===== config.mk =====
export PLATFORM = sky130hd
export DESIGN_NAME = pcm_ctrl
export DESIGN_NICKNAME = d
export VERILOG_FILES = /design/src/pcm_pkg.sv /design/src/pcm_ctrl.sv /design/src/pcm_sync3.sv /design/src/pcm_timeout.sv
export SDC_FILE = /design/constraint.sdc
export NUM_CORES = 1
export LEC_CHECK = 0
export ABC_AREA = 1
export BUFFER_PORTS_ARGS = -buffer_cell sky130_fd_sc_hd__buf_2
export CORE_ASPECT_RATIO = 0.5
export CORE_UTILIZATION = 30
export DETAILED_ROUTE_END_ITERATION = 10
export PLACE_DENSITY = 0.59
export SYNTH_ARGS = -nofsm -noshare
export SYNTH_HDL_FRONTEND = slang
export SYNTH_SLANG_ARGS = --single-unit

===== constraint.sdc =====
create_clock -name clk -period 1.4 [get_ports clk]
set_input_delay 0.14 -clock clk [delete_from_list [all_inputs] [get_ports clk]]
set_output_delay 0.14 -clock clk [all_outputs]
set_load 0.02 [all_outputs]

===== src/pcm_pkg.sv =====
/*
 * Constants, register map and types for the CPU power-mode controller.
 * Assumes a 20 MHz system clock that keeps running for this block in every mode.
 */
//==========================================================================
// Operation
// RL1: Idle bit write halts CPU after instruction
// RL2: Idle keeps all registers and memory intact
// RL3: Idle gates only the CPU clock
// RL4: Enabled interrupt or reset ends Idle
// RL5: Interrupt wake clears idle bit, resumes CPU
// RL6: Reset ends Idle, runs reset, fetch zero
// RL7: Watchdog timeout resets out of Idle
// RL8: Software follows idle write with multibyte opcode
// RL9: Stop bit write enters Stop after instruction
// RL10: Stop halts CPU, oscillators, clocks, peripherals
// RL11: Only reset ends Stop, fetch from zero
// RL12: Clock loss detector resets out of Stop
// RL13: Software shuts analog peripherals before Stop
// RL14: Mode bits are triggers, always read zero
// RL15: Reserved bits read zero, write zero
// RL16: Oscillator suspend until a wake event
// RL17: Both bits written means Stop wins
package pcm_pkg;

    //======================================================================
    // Register map: printed offsets are indices, byte address is four times.
    localparam int unsigned    PCM_ADDR_W     = 12;
    localparam logic [7:0]     PCM_IDX_PMC    = 8'h87;
    localparam logic [7:0]     PCM_IDX_STATUS = 8'h88;
    localparam logic [7:0]     PCM_IDX_CTRL   = 8'h89;
    localparam logic [7:0]     PCM_PMC_RESET  = 8'h00;

    //======================================================================
    // Field positions.
    localparam int unsigned    PCM_PMC_IDLE_BIT  = 0;
    localparam int unsigned    PCM_PMC_STOP_BIT  = 1;
    localparam int unsigned    PCM_CTRL_MCD_BIT  = 0;
    localparam int unsigned    PCM_CTRL_SUSP_BIT = 1;
    localparam int unsigned    PCM_STAT_CAUSE_LO = 4;

    //======================================================================
    // Timing.
    localparam int unsigned    PCM_CLK_MHZ        = 20;
    localparam int unsigned    PCM_MCD_TIMEOUT_US = 100;
    localparam int unsigned    PCM_MCD_CYCLES     = PCM_MCD_TIMEOUT_US * PCM_CLK_MHZ;
    localparam logic [2:0]     PCM_RESET_HOLD     = 3'h4;
    localparam logic [15:0]    PCM_RESET_VECTOR   = 16'h0000;

    typedef enum logic [2:0] {
        PCM_ST_RESET,
        PCM_ST_RUN,
        PCM_ST_IDLE,
        PCM_ST_STOP,
        PCM_ST_SUSPEND
    } pcm_state_t;

    function automatic logic [PCM_ADDR_W-1:0] pcm_byte_addr(input logic [7:0] idx);
        pcm_byte_addr = {2'b00, idx, 2'b00};
    endfunction

endpackage


===== src/pcm_ctrl.sv =====
/*
 * CPU power-mode controller with an APB register slave.
 * Assumes the CPU pulses insn_done when an instruction completes and
 * that irq_pending is already qualified by the interrupt enables.
 */
// The APB register port was left to the implementer.
`timescale 1ns/1ns
module pcm_ctrl
    import pcm_pkg::*;
#(
    parameter int unsigned MCD_CYCLES = PCM_MCD_CYCLES
) (
    input  wire logic                  clk,
    input  wire logic                  arst_n,
    input  wire logic                  psel,
    input  wire logic                  penable,
    input  wire logic                  pwrite,
    input  wire logic [PCM_ADDR_W-1:0] paddr,
    input  wire logic [31:0]           pwdata,
    output logic [31:0]                prdata,
    output logic                       pready,
    output logic                       pslverr,
    input  wire logic                  insn_done,
    input  wire logic                  irq_pending,
    input  wire logic                  wdt_timeout,
    input  wire logic                  ext_rst_pin_n,
    input  wire logic                  wake_event,
    output logic                       cpu_clk_en,
    output logic                       periph_clk_en,
    output logic                       osc_en,
    output logic                       core_rst,
    output logic [15:0]                boot_addr,
    output logic                       wake_irq
);

    //======================================================================
    // State.
    typedef struct packed {
        pcm_state_t  st;
        logic        idle_pend;
        logic        stop_pend;
        logic        susp_pend;
        logic        mcd_en;
        logic [3:0]  cause;
        logic [2:0]  rst_cnt;
        logic        cpu_clk_en;
        logic        periph_clk_en;
        logic        osc_en;
        logic        core_rst;
        logic [15:0] boot_addr;
        logic        wake_irq;
        logic        pready;
        logic        pslverr;
        logic [31:0] prdata;
    } pcm_main_t;

    localparam pcm_main_t RESET_STATE = '{
        st:            PCM_ST_RESET,
        idle_pend:     1'b0,
        stop_pend:     1'b0,
        susp_pend:     1'b0,
        mcd_en:        1'b0,
        cause:         4'h0,
        rst_cnt:       3'h0,
        cpu_clk_en:    1'b0,
        periph_clk_en: 1'b1,
        osc_en:        1'b1,
        core_rst:      1'b1,
        boot_addr:     PCM_RESET_VECTOR,
        wake_irq:      1'b0,
        pready:        1'b0,
        pslverr:       1'b0,
        prdata:        32'h0000_0000
    };

    pcm_main_t q;
    pcm_main_t d;

    logic ext_rst_n_s;
    logic mcd_done;
    logic rst_src;
    logic wr_acc;
    logic [3:0] cause_set;

    //======================================================================
    // Pin synchroniser and clock loss detector.
    pcm_sync3 #(
        .RESET_VAL (1'b1)
    ) u_rst_sync (
        .clk    (clk),
        .arst_n (arst_n),
        .din    (ext_rst_pin_n),
        .dout   (ext_rst_n_s)
    );

    // The detector only counts while the system clock is meant to be
    // stopped, so a long Stop ends in a reset only if software enables it.
    pcm_timeout #(
        .LIMIT (MCD_CYCLES)
    ) u_mcd (
        .clk    (clk),
        .arst_n (arst_n),
        .en     (q.st == PCM_ST_STOP && q.mcd_en), // RL12
        .done   (mcd_done)
    );

    function automatic logic hit(input logic [PCM_ADDR_W-1:0] a, input logic [7:0] idx);
        hit = (a == pcm_byte_addr(idx));
    endfunction

    //======================================================================
    // Next state.
    always_comb begin
        d          = q;
        d.pready   = 1'b0;
        d.pslverr  = 1'b0;
        d.wake_irq = 1'b0;
        cause_set  = 4'h0;
        wr_acc     = psel && penable && q.pready && pwrite && !q.pslverr;
        rst_src    = !ext_rst_n_s || mcd_done || (wdt_timeout && q.st != PCM_ST_STOP); // RL7

        // Answer in the first access cycle; read data are set up one
        // cycle early so that they leave straight from a flop.
        if (psel && !penable) begin
            d.pready  = 1'b1;
            d.pslverr = !(hit(paddr, PCM_IDX_PMC) || hit(paddr, PCM_IDX_STATUS)
                        || hit(paddr, PCM_IDX_CTRL));
            d.prdata  = 32'h0000_0000; // RL14 RL15
            if (hit(paddr, PCM_IDX_STATUS)) begin
                d.prdata = {24'h000000, q.cause, 1'b0, q.st};
            end else if (hit(paddr, PCM_IDX_CTRL)) begin
                d.prdata = {31'h0, q.mcd_en};
            end
        end

        // Mode bits are triggers only; the reserved bits are dropped.
        if (wr_acc && hit(paddr, PCM_IDX_PMC) && q.st == PCM_ST_RUN) begin
            if (pwdata[PCM_PMC_STOP_BIT]) begin
                d.stop_pend = 1'b1; // RL9 RL17
                d.idle_pend = 1'b0; // RL17
            end else if (pwdata[PCM_PMC_IDLE_BIT]) begin
                d.idle_pend = 1'b1; // RL1
            end
        end
        if (wr_acc && hit(paddr, PCM_IDX_CTRL)) begin
            d.mcd_en = pwdata[PCM_CTRL_MCD_BIT];
            if (pwdata[PCM_CTRL_SUSP_BIT] && q.st == PCM_ST_RUN) begin
                d.susp_pend = 1'b1; // RL16
            end
        end

        unique case (q.st)
            PCM_ST_RESET: begin
                if (q.rst_cnt == PCM_RESET_HOLD - 3'h1) begin
                    d.st        = PCM_ST_RUN;
                    d.boot_addr = PCM_RESET_VECTOR; // RL6 RL11
                end else begin
                    d.rst_cnt = q.rst_cnt + 3'h1;
                end
            end
            PCM_ST_RUN: begin
                // The request waits for the writing instruction to finish.
                if (insn_done && q.stop_pend) begin
                    d.st        = PCM_ST_STOP; // RL9 RL17
                    d.stop_pend = 1'b0;
                    d.idle_pend = 1'b0;
                end else if (insn_done && q.idle_pend) begin
                    d.st = PCM_ST_IDLE; // RL1
                end else if (insn_done && q.susp_pend) begin
                    d.st        = PCM_ST_SUSPEND; // RL16
                    d.susp_pend = 1'b0;
                end
            end
            PCM_ST_IDLE: begin
                // Nothing but the mode changes here, so all core state
                // and memory are held as they were.
                if (irq_pending) begin
                    d.st        = PCM_ST_RUN; // RL2 RL4 RL5
                    d.idle_pend = 1'b0; // RL5
                    d.wake_irq  = 1'b1;
                    cause_set[3] = 1'b1;
                end
            end
            PCM_ST_STOP: begin
                // Interrupts and the watchdog are dead here; only a reset
                // source leaves this state.
                d.st = PCM_ST_STOP; // RL11
            end
            PCM_ST_SUSPEND: begin
                if (wake_event) begin
                    d.st = PCM_ST_RUN; // RL16
                end
            end
            default: begin
                // An illegal code falls back into the reset sequence
                // instead of leaving the core stuck with no clock.
                d.st      = PCM_ST_RESET;
                d.rst_cnt = 3'h0;
            end
        endcase

        if (rst_src) begin
            d.st        = PCM_ST_RESET; // RL4 RL6 RL11
            d.rst_cnt   = 3'h0;
            d.idle_pend = 1'b0;
            d.stop_pend = 1'b0;
            d.susp_pend = 1'b0;
            cause_set[0] = wdt_timeout && q.st != PCM_ST_STOP;
            cause_set[1] = mcd_done;
            cause_set[2] = !ext_rst_n_s;
        end

        // Write one clears a cause; a new event in the same cycle wins.
        if (wr_acc && hit(paddr, PCM_IDX_STATUS)) begin
            d.cause = q.cause & ~pwdata[PCM_STAT_CAUSE_LO +: 4];
        end
        d.cause = d.cause | cause_set;

        // Outputs follow the next state so they change with it.
        unique case (d.st)
            PCM_ST_RESET: begin
                d.cpu_clk_en    = 1'b0;
                d.periph_clk_en = 1'b1;
                d.osc_en        = 1'b1;
                d.core_rst      = 1'b1; // RL6
            end
            PCM_ST_RUN: begin
                d.cpu_clk_en    = 1'b1;
                d.periph_clk_en = 1'b1;
                d.osc_en        = 1'b1;
                d.core_rst      = 1'b0;
            end
            PCM_ST_IDLE: begin
                d.cpu_clk_en    = 1'b0; // RL3
                d.periph_clk_en = 1'b1; // RL3
                d.osc_en        = 1'b1;
                d.core_rst      = 1'b0;
            end
            PCM_ST_STOP, PCM_ST_SUSPEND: begin
                d.cpu_clk_en    = 1'b0; // RL10
                d.periph_clk_en = 1'b0; // RL10
                d.osc_en        = 1'b0; // RL10 RL16
                d.core_rst      = 1'b0;
            end
        endcase
    end

    always_ff @(posedge clk or negedge arst_n) begin
        if (!arst_n) begin
            q <= RESET_STATE;
        end else begin
            q <= d;
        end
    end

    assign prdata        = q.prdata;
    assign pready        = q.pready;
    assign pslverr       = q.pslverr;
    assign cpu_clk_en    = q.cpu_clk_en;
    assign periph_clk_en = q.periph_clk_en;
    assign osc_en        = q.osc_en;
    assign core_rst      = q.core_rst;
    assign boot_addr     = q.boot_addr;
    assign wake_irq      = q.wake_irq;
endmodule


===== src/pcm_sync3.sv =====
/*
 * Three-stage synchroniser for a level from outside the clock domain.
 * The output changes only once the second and third stages agree.
 */
`timescale 1ns/1ns
module pcm_sync3
    import pcm_pkg::*;
#(
    parameter logic RESET_VAL = 1'b1
) (
    input  wire logic clk,
    input  wire logic arst_n,
    input  wire logic din,
    output logic      dout
);

    typedef struct packed {
        logic s1;
        logic s2;
        logic s3;
        logic out;
    } pcm_sync_t;

    pcm_sync_t q;
    pcm_sync_t d;

    always_comb begin
        d    = q;
        d.s1 = din;
        d.s2 = q.s1;
        d.s3 = q.s2;
        if (q.s2 == q.s3) begin
            d.out = q.s3;
        end
    end

    always_ff @(posedge clk or negedge arst_n) begin
        if (!arst_n) begin
            q <= {4{RESET_VAL}};
        end else begin
            q <= d;
        end
    end

    assign dout = q.out;

endmodule


===== src/pcm_timeout.sv =====
/*
 * Timeout counter: pulses done for one cycle after every LIMIT enabled cycles.
 * Dropping the enable restarts the count from zero.
 */
`timescale 1ns/1ns
module pcm_timeout
    import pcm_pkg::*;
#(
    parameter int unsigned LIMIT = PCM_MCD_CYCLES
) (
    input  wire logic clk,
    input  wire logic arst_n,
    input  wire logic en,
    output logic      done
);

    typedef struct packed {
        logic [15:0] cnt;
        logic        done;
    } pcm_tmo_t;

    pcm_tmo_t q;
    pcm_tmo_t d;

    always_comb begin
        d      = q;
        d.done = 1'b0;
        if (!en) begin
            d.cnt = 16'h0000;
        end else if (q.cnt == 16'(LIMIT - 1)) begin
            d.cnt  = 16'h0000;
            d.done = 1'b1;
        end else begin
            d.cnt = q.cnt + 16'h0001;
        end
    end

    always_ff @(posedge clk or negedge arst_n) begin
        if (!arst_n) begin
            q <= '0;
        end else begin
            q <= d;
        end
    end

    assign done = q.done;

endmodule

## Yosys cells after proc, flatten, opt, wreduce, memory -nomap -nowiden

Cells that the tools add are included.

- Output and inout port bits: 55
- Input bits: 54
- Flip-flop bits (word level): 74

- Equality and inequality tests: 17
- Reductions and logical operators: 28
- Add/subtract/negate cells: 2
- Bitwise gates (word level): 3
- Mux-type cells: 35

Operators by type and width:

| kind | count |
|---|---|
| $eq A12 B10 Y1 const B | 3 |
| $mux W34 | 1 |
| $mux W16 | 2 |
| $mux W3 | 8 |
| $add A16 B1 Y16 const B | 1 |
| $eq A16 B11 Y1 const B | 1 |
| $pmux W4 S4 | 1 |
| $eq A3 B2 Y1 const B | 5 |
| $logic_and A1 B1 Y1 | 15 |
| $pmux W3 S5 | 1 |
| $mux W1 | 12 |
| $mux W2 | 4 |
| $mux W4 | 2 |
| $mux W8 | 1 |
| $eq A3 B1 Y1 const B | 2 |
| $eq A3 B3 Y1 const B | 2 |
| $logic_not A3 Y1 | 2 |
| $mux W6 | 1 |
| $pmux W3 S2 | 1 |
| $and A4 B4 Y4 | 1 |
| $logic_not A1 Y1 | 4 |
| $logic_or A1 B1 Y1 | 4 |
| $not A4 Y4 | 1 |
| $or A4 B4 Y4 | 1 |
| 9 further kinds | 9 |

## Logic depth before layout (Yosys ltp)

- Word-level depth: 14
- Gate-level depth with buffers: 9

## Hierarchy

Synthesis repeated with hierarchy kept, for this count alone.

- Cells, all modules: 378
- Area, all modules: 2829.0 um2

By module, submodules not included:

| module | times used | area an instance (um2) | cells each |
|---|---|---|---|
| pcm_ctrl | 1 | 1789.2 | 244 |
| pcm_timeout | 1 | 918.4 | 126 |
| pcm_sync3 | 1 | 121.4 | 8 |

## Worst setup path before layout

OpenSTA, ideal clock, no wires.

- Path type: flip-flop to flip-flop
- From: register u_mcd.q[1] (netlist name)
- To: register u_mcd.q[11] (netlist name)
- Stages on the path, launching flop included: 9
- Path buffers: 0
- Setup slack: 125 ps
- Required time: 1286 ps
- Arrival time: 1161 ps
- Cell sequence: dfrtp_1 > ha_1 > nand2_1 > nor2_1 > nand3_1 > inv_1 > nand3_1 > nand3_1 > nor2_1

RTL lines:

| item | RTL line | text |
|---|---|---|
| start: declaration | pcm_timeout.sv:22 | `pcm_tmo_t q;` |
| start signal: assignment | pcm_timeout.sv:40 | `q <= '0;` |
| start signal: assignment | pcm_timeout.sv:42 | `q <= d;` |

==> summary.md <==
| Metric | Value |
|---|---|
| Register-to-Register Path Depth | 7 |
| Wire length per cell after detailed routing | 10.08 um |
| Worst stage delay on the critical path | 360 ps |
| Post-synthesis instance area | 0.002815 sq mm |
| Proportion of synthesized flip-flops having asynchronous set or reset | 1.000 |
| Leading register cell type out of synthesis | dfrtp_1 |
| Violated checks | design-rule violations |
| PwrDens | 887.6 mW/mm^2 |
| Max Cap Violations | 0 |
| Overall overflow remaining after global route | 0 |
| Final-layout setup total negative slack | 0 ps |
| Total Wirelength | 5421 um |
| Post-route DRC violation count | 8 |
| Row Count | 24 |
| Maximum number of pins on one net before global-route repair | 49 |
| Filler-free cell count of the finished design | 538 |
| Reg-to-reg endpoint | u_mcd.q[11] |
| EDFF count, synth | 0 |
| Via count of the first global-routing pass | 2115 |
| Floorplan die width | 139.0 um |
| Cell family with most CP delay | simple AND/OR/NAND/NOR gates |
| Startpoint type of the worst setup path | flip-flop |
| Leading post-synthesis cells by instance count | 71 x nand2_1, 56 x nor2_1, 49 x buf_4 |
| Fraction of the yosys area taken by sequential cells | 0.4293 |
| Total Die Area | 0.009799 sq mm |
| Initial antenna violation count | 0 |
| Critical R2R Launch | u_mcd.q[2] |
| Vias per cell | 4.199 |
| Number of I/O pins | 109 |
| Clock period minus worst slack | 1361 ps |
| Hpwl dp | 4051 um |
| Starting DRT DRC Count | 107 |
| Static leakage power | 1.666 nW |
| Buffer depth of the longest clock path | 2 |
| Num Clock Sinks | 48 |
| Cell types occupying the most area after synthesis | dfrtp_1 37%, buf_4 13%, nand2_1 9.5%, nor2_1 7.5%, inv_1 6.4% |
| Placeable core region | 0.008889 sq mm |
| Wire length of the first global-routing pass | 9363 um |
| Endpoint class of the critical path | flip-flop |
| Fmax achieved | 0.7346 GHz |
| Worst Hold Launch | penable |
| Number of buffers inserted during clock tree synthesis | 5 |
| Area growth from synthesis to layout | 20.40% |
| Worst Setup Path Type | reg -> reg |
| CP Max Fanout | 3 |
| Vias | 2259 |
| Clock tree from TritonCTS | done |
| Data arrival time of the worst path | 1540 ps |
| Timing endpoint of the critical path | u_mcd.q[11] |
| Final RePlAce weighted congestion | 0.8503 |
| Total Routing Usage GR | 0.1174 |
| RSZ-0062 raised after global routing | true |
| Mean area per synthesized cell | 7.713 sq um |
| Final max-slew violation count | 0 |
| Net count, final | 477 |
| Final setup fails | 0 |
| Required time worst endpoint | 1580 ps |
| Inserted Diodes | 0 |
| Status | complete, but fails checks |
| Yosys cell types | 29 |
| Register-to-register setup slack | 40 ps |
| Flip-flop and latch count after synthesis | 48 |
| Final Skew | 7.207 ps |
| Most repeated cell in the gate-level netlist after synthesis | nand2_1 |
| Proportion of netlist area held by the largest area contributor | 0.3733 |
| Number of warnings reported in the yosys synthesis log | 0 |
| Ordered list of cells on the worst path | ha_2 -> nand3_2 -> nor3_2 -> nand3b_1 -> buf_6 -> nand3_1 -> nor2_1 |
| Post-route worst hold slack | 37.49 ps |
| Number of buffer and inverter stages on the critical path | 1 |
| Post-route fraction of the period consumed by the critical path | 0.9724 |
| Detailed-router iteration count before antenna repair | 11 |
| Number of buffer cells added on primary ports | 41 |
| Cells after Synth | 365 |
| Post-synthesis cell type with the largest combined area | dfrtp_1 |
| Critical path depth in cells | 7 |
| Worst Setup SP | u_mcd.q[2] |
| Worst voltage drop across the vdd grid | 0.0004284 V |
| Starting Density | 0.3167 |
| Overall die height | 70.50 um |
| Number of placed cells counting well taps | 525 |
| Clock latency at the later pin of the worst-skew pair | 280 ps |
| Root buffer cell | clkbuf_16 |
| Worst hold path class | in -> reg |
| Count of nets left with antenna violations after detail routing | 0 |
| Total number of H-tree levels | 2 |
| Fraction of final layout cells with drive strength greater than 1 | 0.2518 |
| Clock transition at path regs | 70 ps |
| Total count of hold-check failures in the final report | 0 |
| CP max-delay cell | dfrtp_1 |
==> state kept, by name (all words and copies together) (netlist names) <==
signal	count
u_mcd.q	16
q	14
prdata	7
u_rst_sync.d	2
core_rst	1
cpu_clk_en	1
osc_en	1
pready	1
pslverr	1
u_mcd.done	1
u_rst_sync.dout	1
u_rst_sync.q	1
wake_irq	1
==> worst reg2reg max path, cell delays in order (launching register included) <==
cell      delay (ps)
dfrtp_1          360
ha_2             210
nand3_2           90
nor3_2           130
nand3b_1         190
buf_6            170
nand3_1           60
nor2_1            40
==> area by class of cell <==
cell class / instances / area [sq um]
clock buffer: 6 / 128.9
timing repair buffer: 58 / 357.8
sequential: 48 / 1210
fill: 924 / 5499
clock inverter: 2 / 35.03
inverter: 51 / 193.9
multi-input combinational: 256 / 1318
tap: 117 / 146.4
==> how the worst min path moves through the flow <==
stage	depth (start not counted)	end	slack, ps
floorplan	0	cpu_clk_en	-160
global placement	2	q[55]	140
detailed placement	2	q[55]	140
CTS	2	pready	30
global route	2	pready	60
finish	2	pready	40
==> repair_timing <==
action,in CTS,in global routing
hold buffers,2,0
pin swaps,0,14
buffers inserted,0,3
endpoints found under the hold margin,43,0
gates resized for setup,4,32
endpoints found under the setup margin,4,23
==> metrics by stage <==
stage / utilization / total power, mW / instance area, sq um / setup WS [ps]
after floorplan: - / 1.685 / 2965 / 124.9
after global placement: 0.3429 / 1.694 / 3048 / -2.700
after detailed placement: 0.3429 / 1.695 / 3048 / -12.19
after CTS: 0.3647 / 3.043 / 3242 / 7.526
after global routing: 0.3813 / 3.135 / 3390 / -75.03
final: 0.3813 / 3.009 / 3390 / 38.64
==> cell families (layout without fill, tap and decap cells) <==
| family | count (synthesis) | count (layout) | synth area share |
|---|---|---|---|
| buf+inv | 101 | 117 | 0.2000 |
| fa+ha+maj | 4 | 4 | 0.01689 |
| other cells | 1 | 41 | 0.001332 |
| flops | 48 | 48 | 0.4293 |
| xor+xnor | 5 | 5 | 0.01555 |
| compound gates | 19 | 19 | 0.04533 |
| simple gates | 187 | 187 | 0.2916 |
==> layout by cell type (no fill, tap or decap), drive strengths merged <==
| cell | n |
|---|---|
| nand4 | 8 |
| ha | 3 |
| nand3 | 30 |
| a21oi | 5 |
| o31ai | 6 |
| maj3 | 1 |
| conb | 41 |
| nand2 | 72 |
| clkbuf | 6 |
| xor2 | 5 |
| clkinv | 1 |
| nor3b | 1 |
| nor2 | 59 |
| nor3 | 12 |
| o21ai | 7 |
| and2b | 1 |
| o21bai | 1 |
| inv | 51 |
| and3 | 1 |
| bufinv | 1 |
| nand3b | 2 |
| dlygate4sd3 | 2 |
| dfstp | 6 |
| or2 | 1 |
| buf | 56 |
| dfrtp | 42 |
==> where the power goes <==
group / internal, mW / switching [mW]
combinational: 0.0688 / 0.193
sequential: 1.41 / 0.0108
clock: 0.840 / 0.488
==> routing by layer <==
metal	GRT usage	vias to the layer above	share of wire
li1	-	1175	-
met5	0	-	0
met1	0.1545	1019	0.49
met3	0.01920	4	0.041
met4	0.02963	0	0.0081
met2	0.2026	61	0.46
No activity file was read; power rests on OpenSTA's default activity.
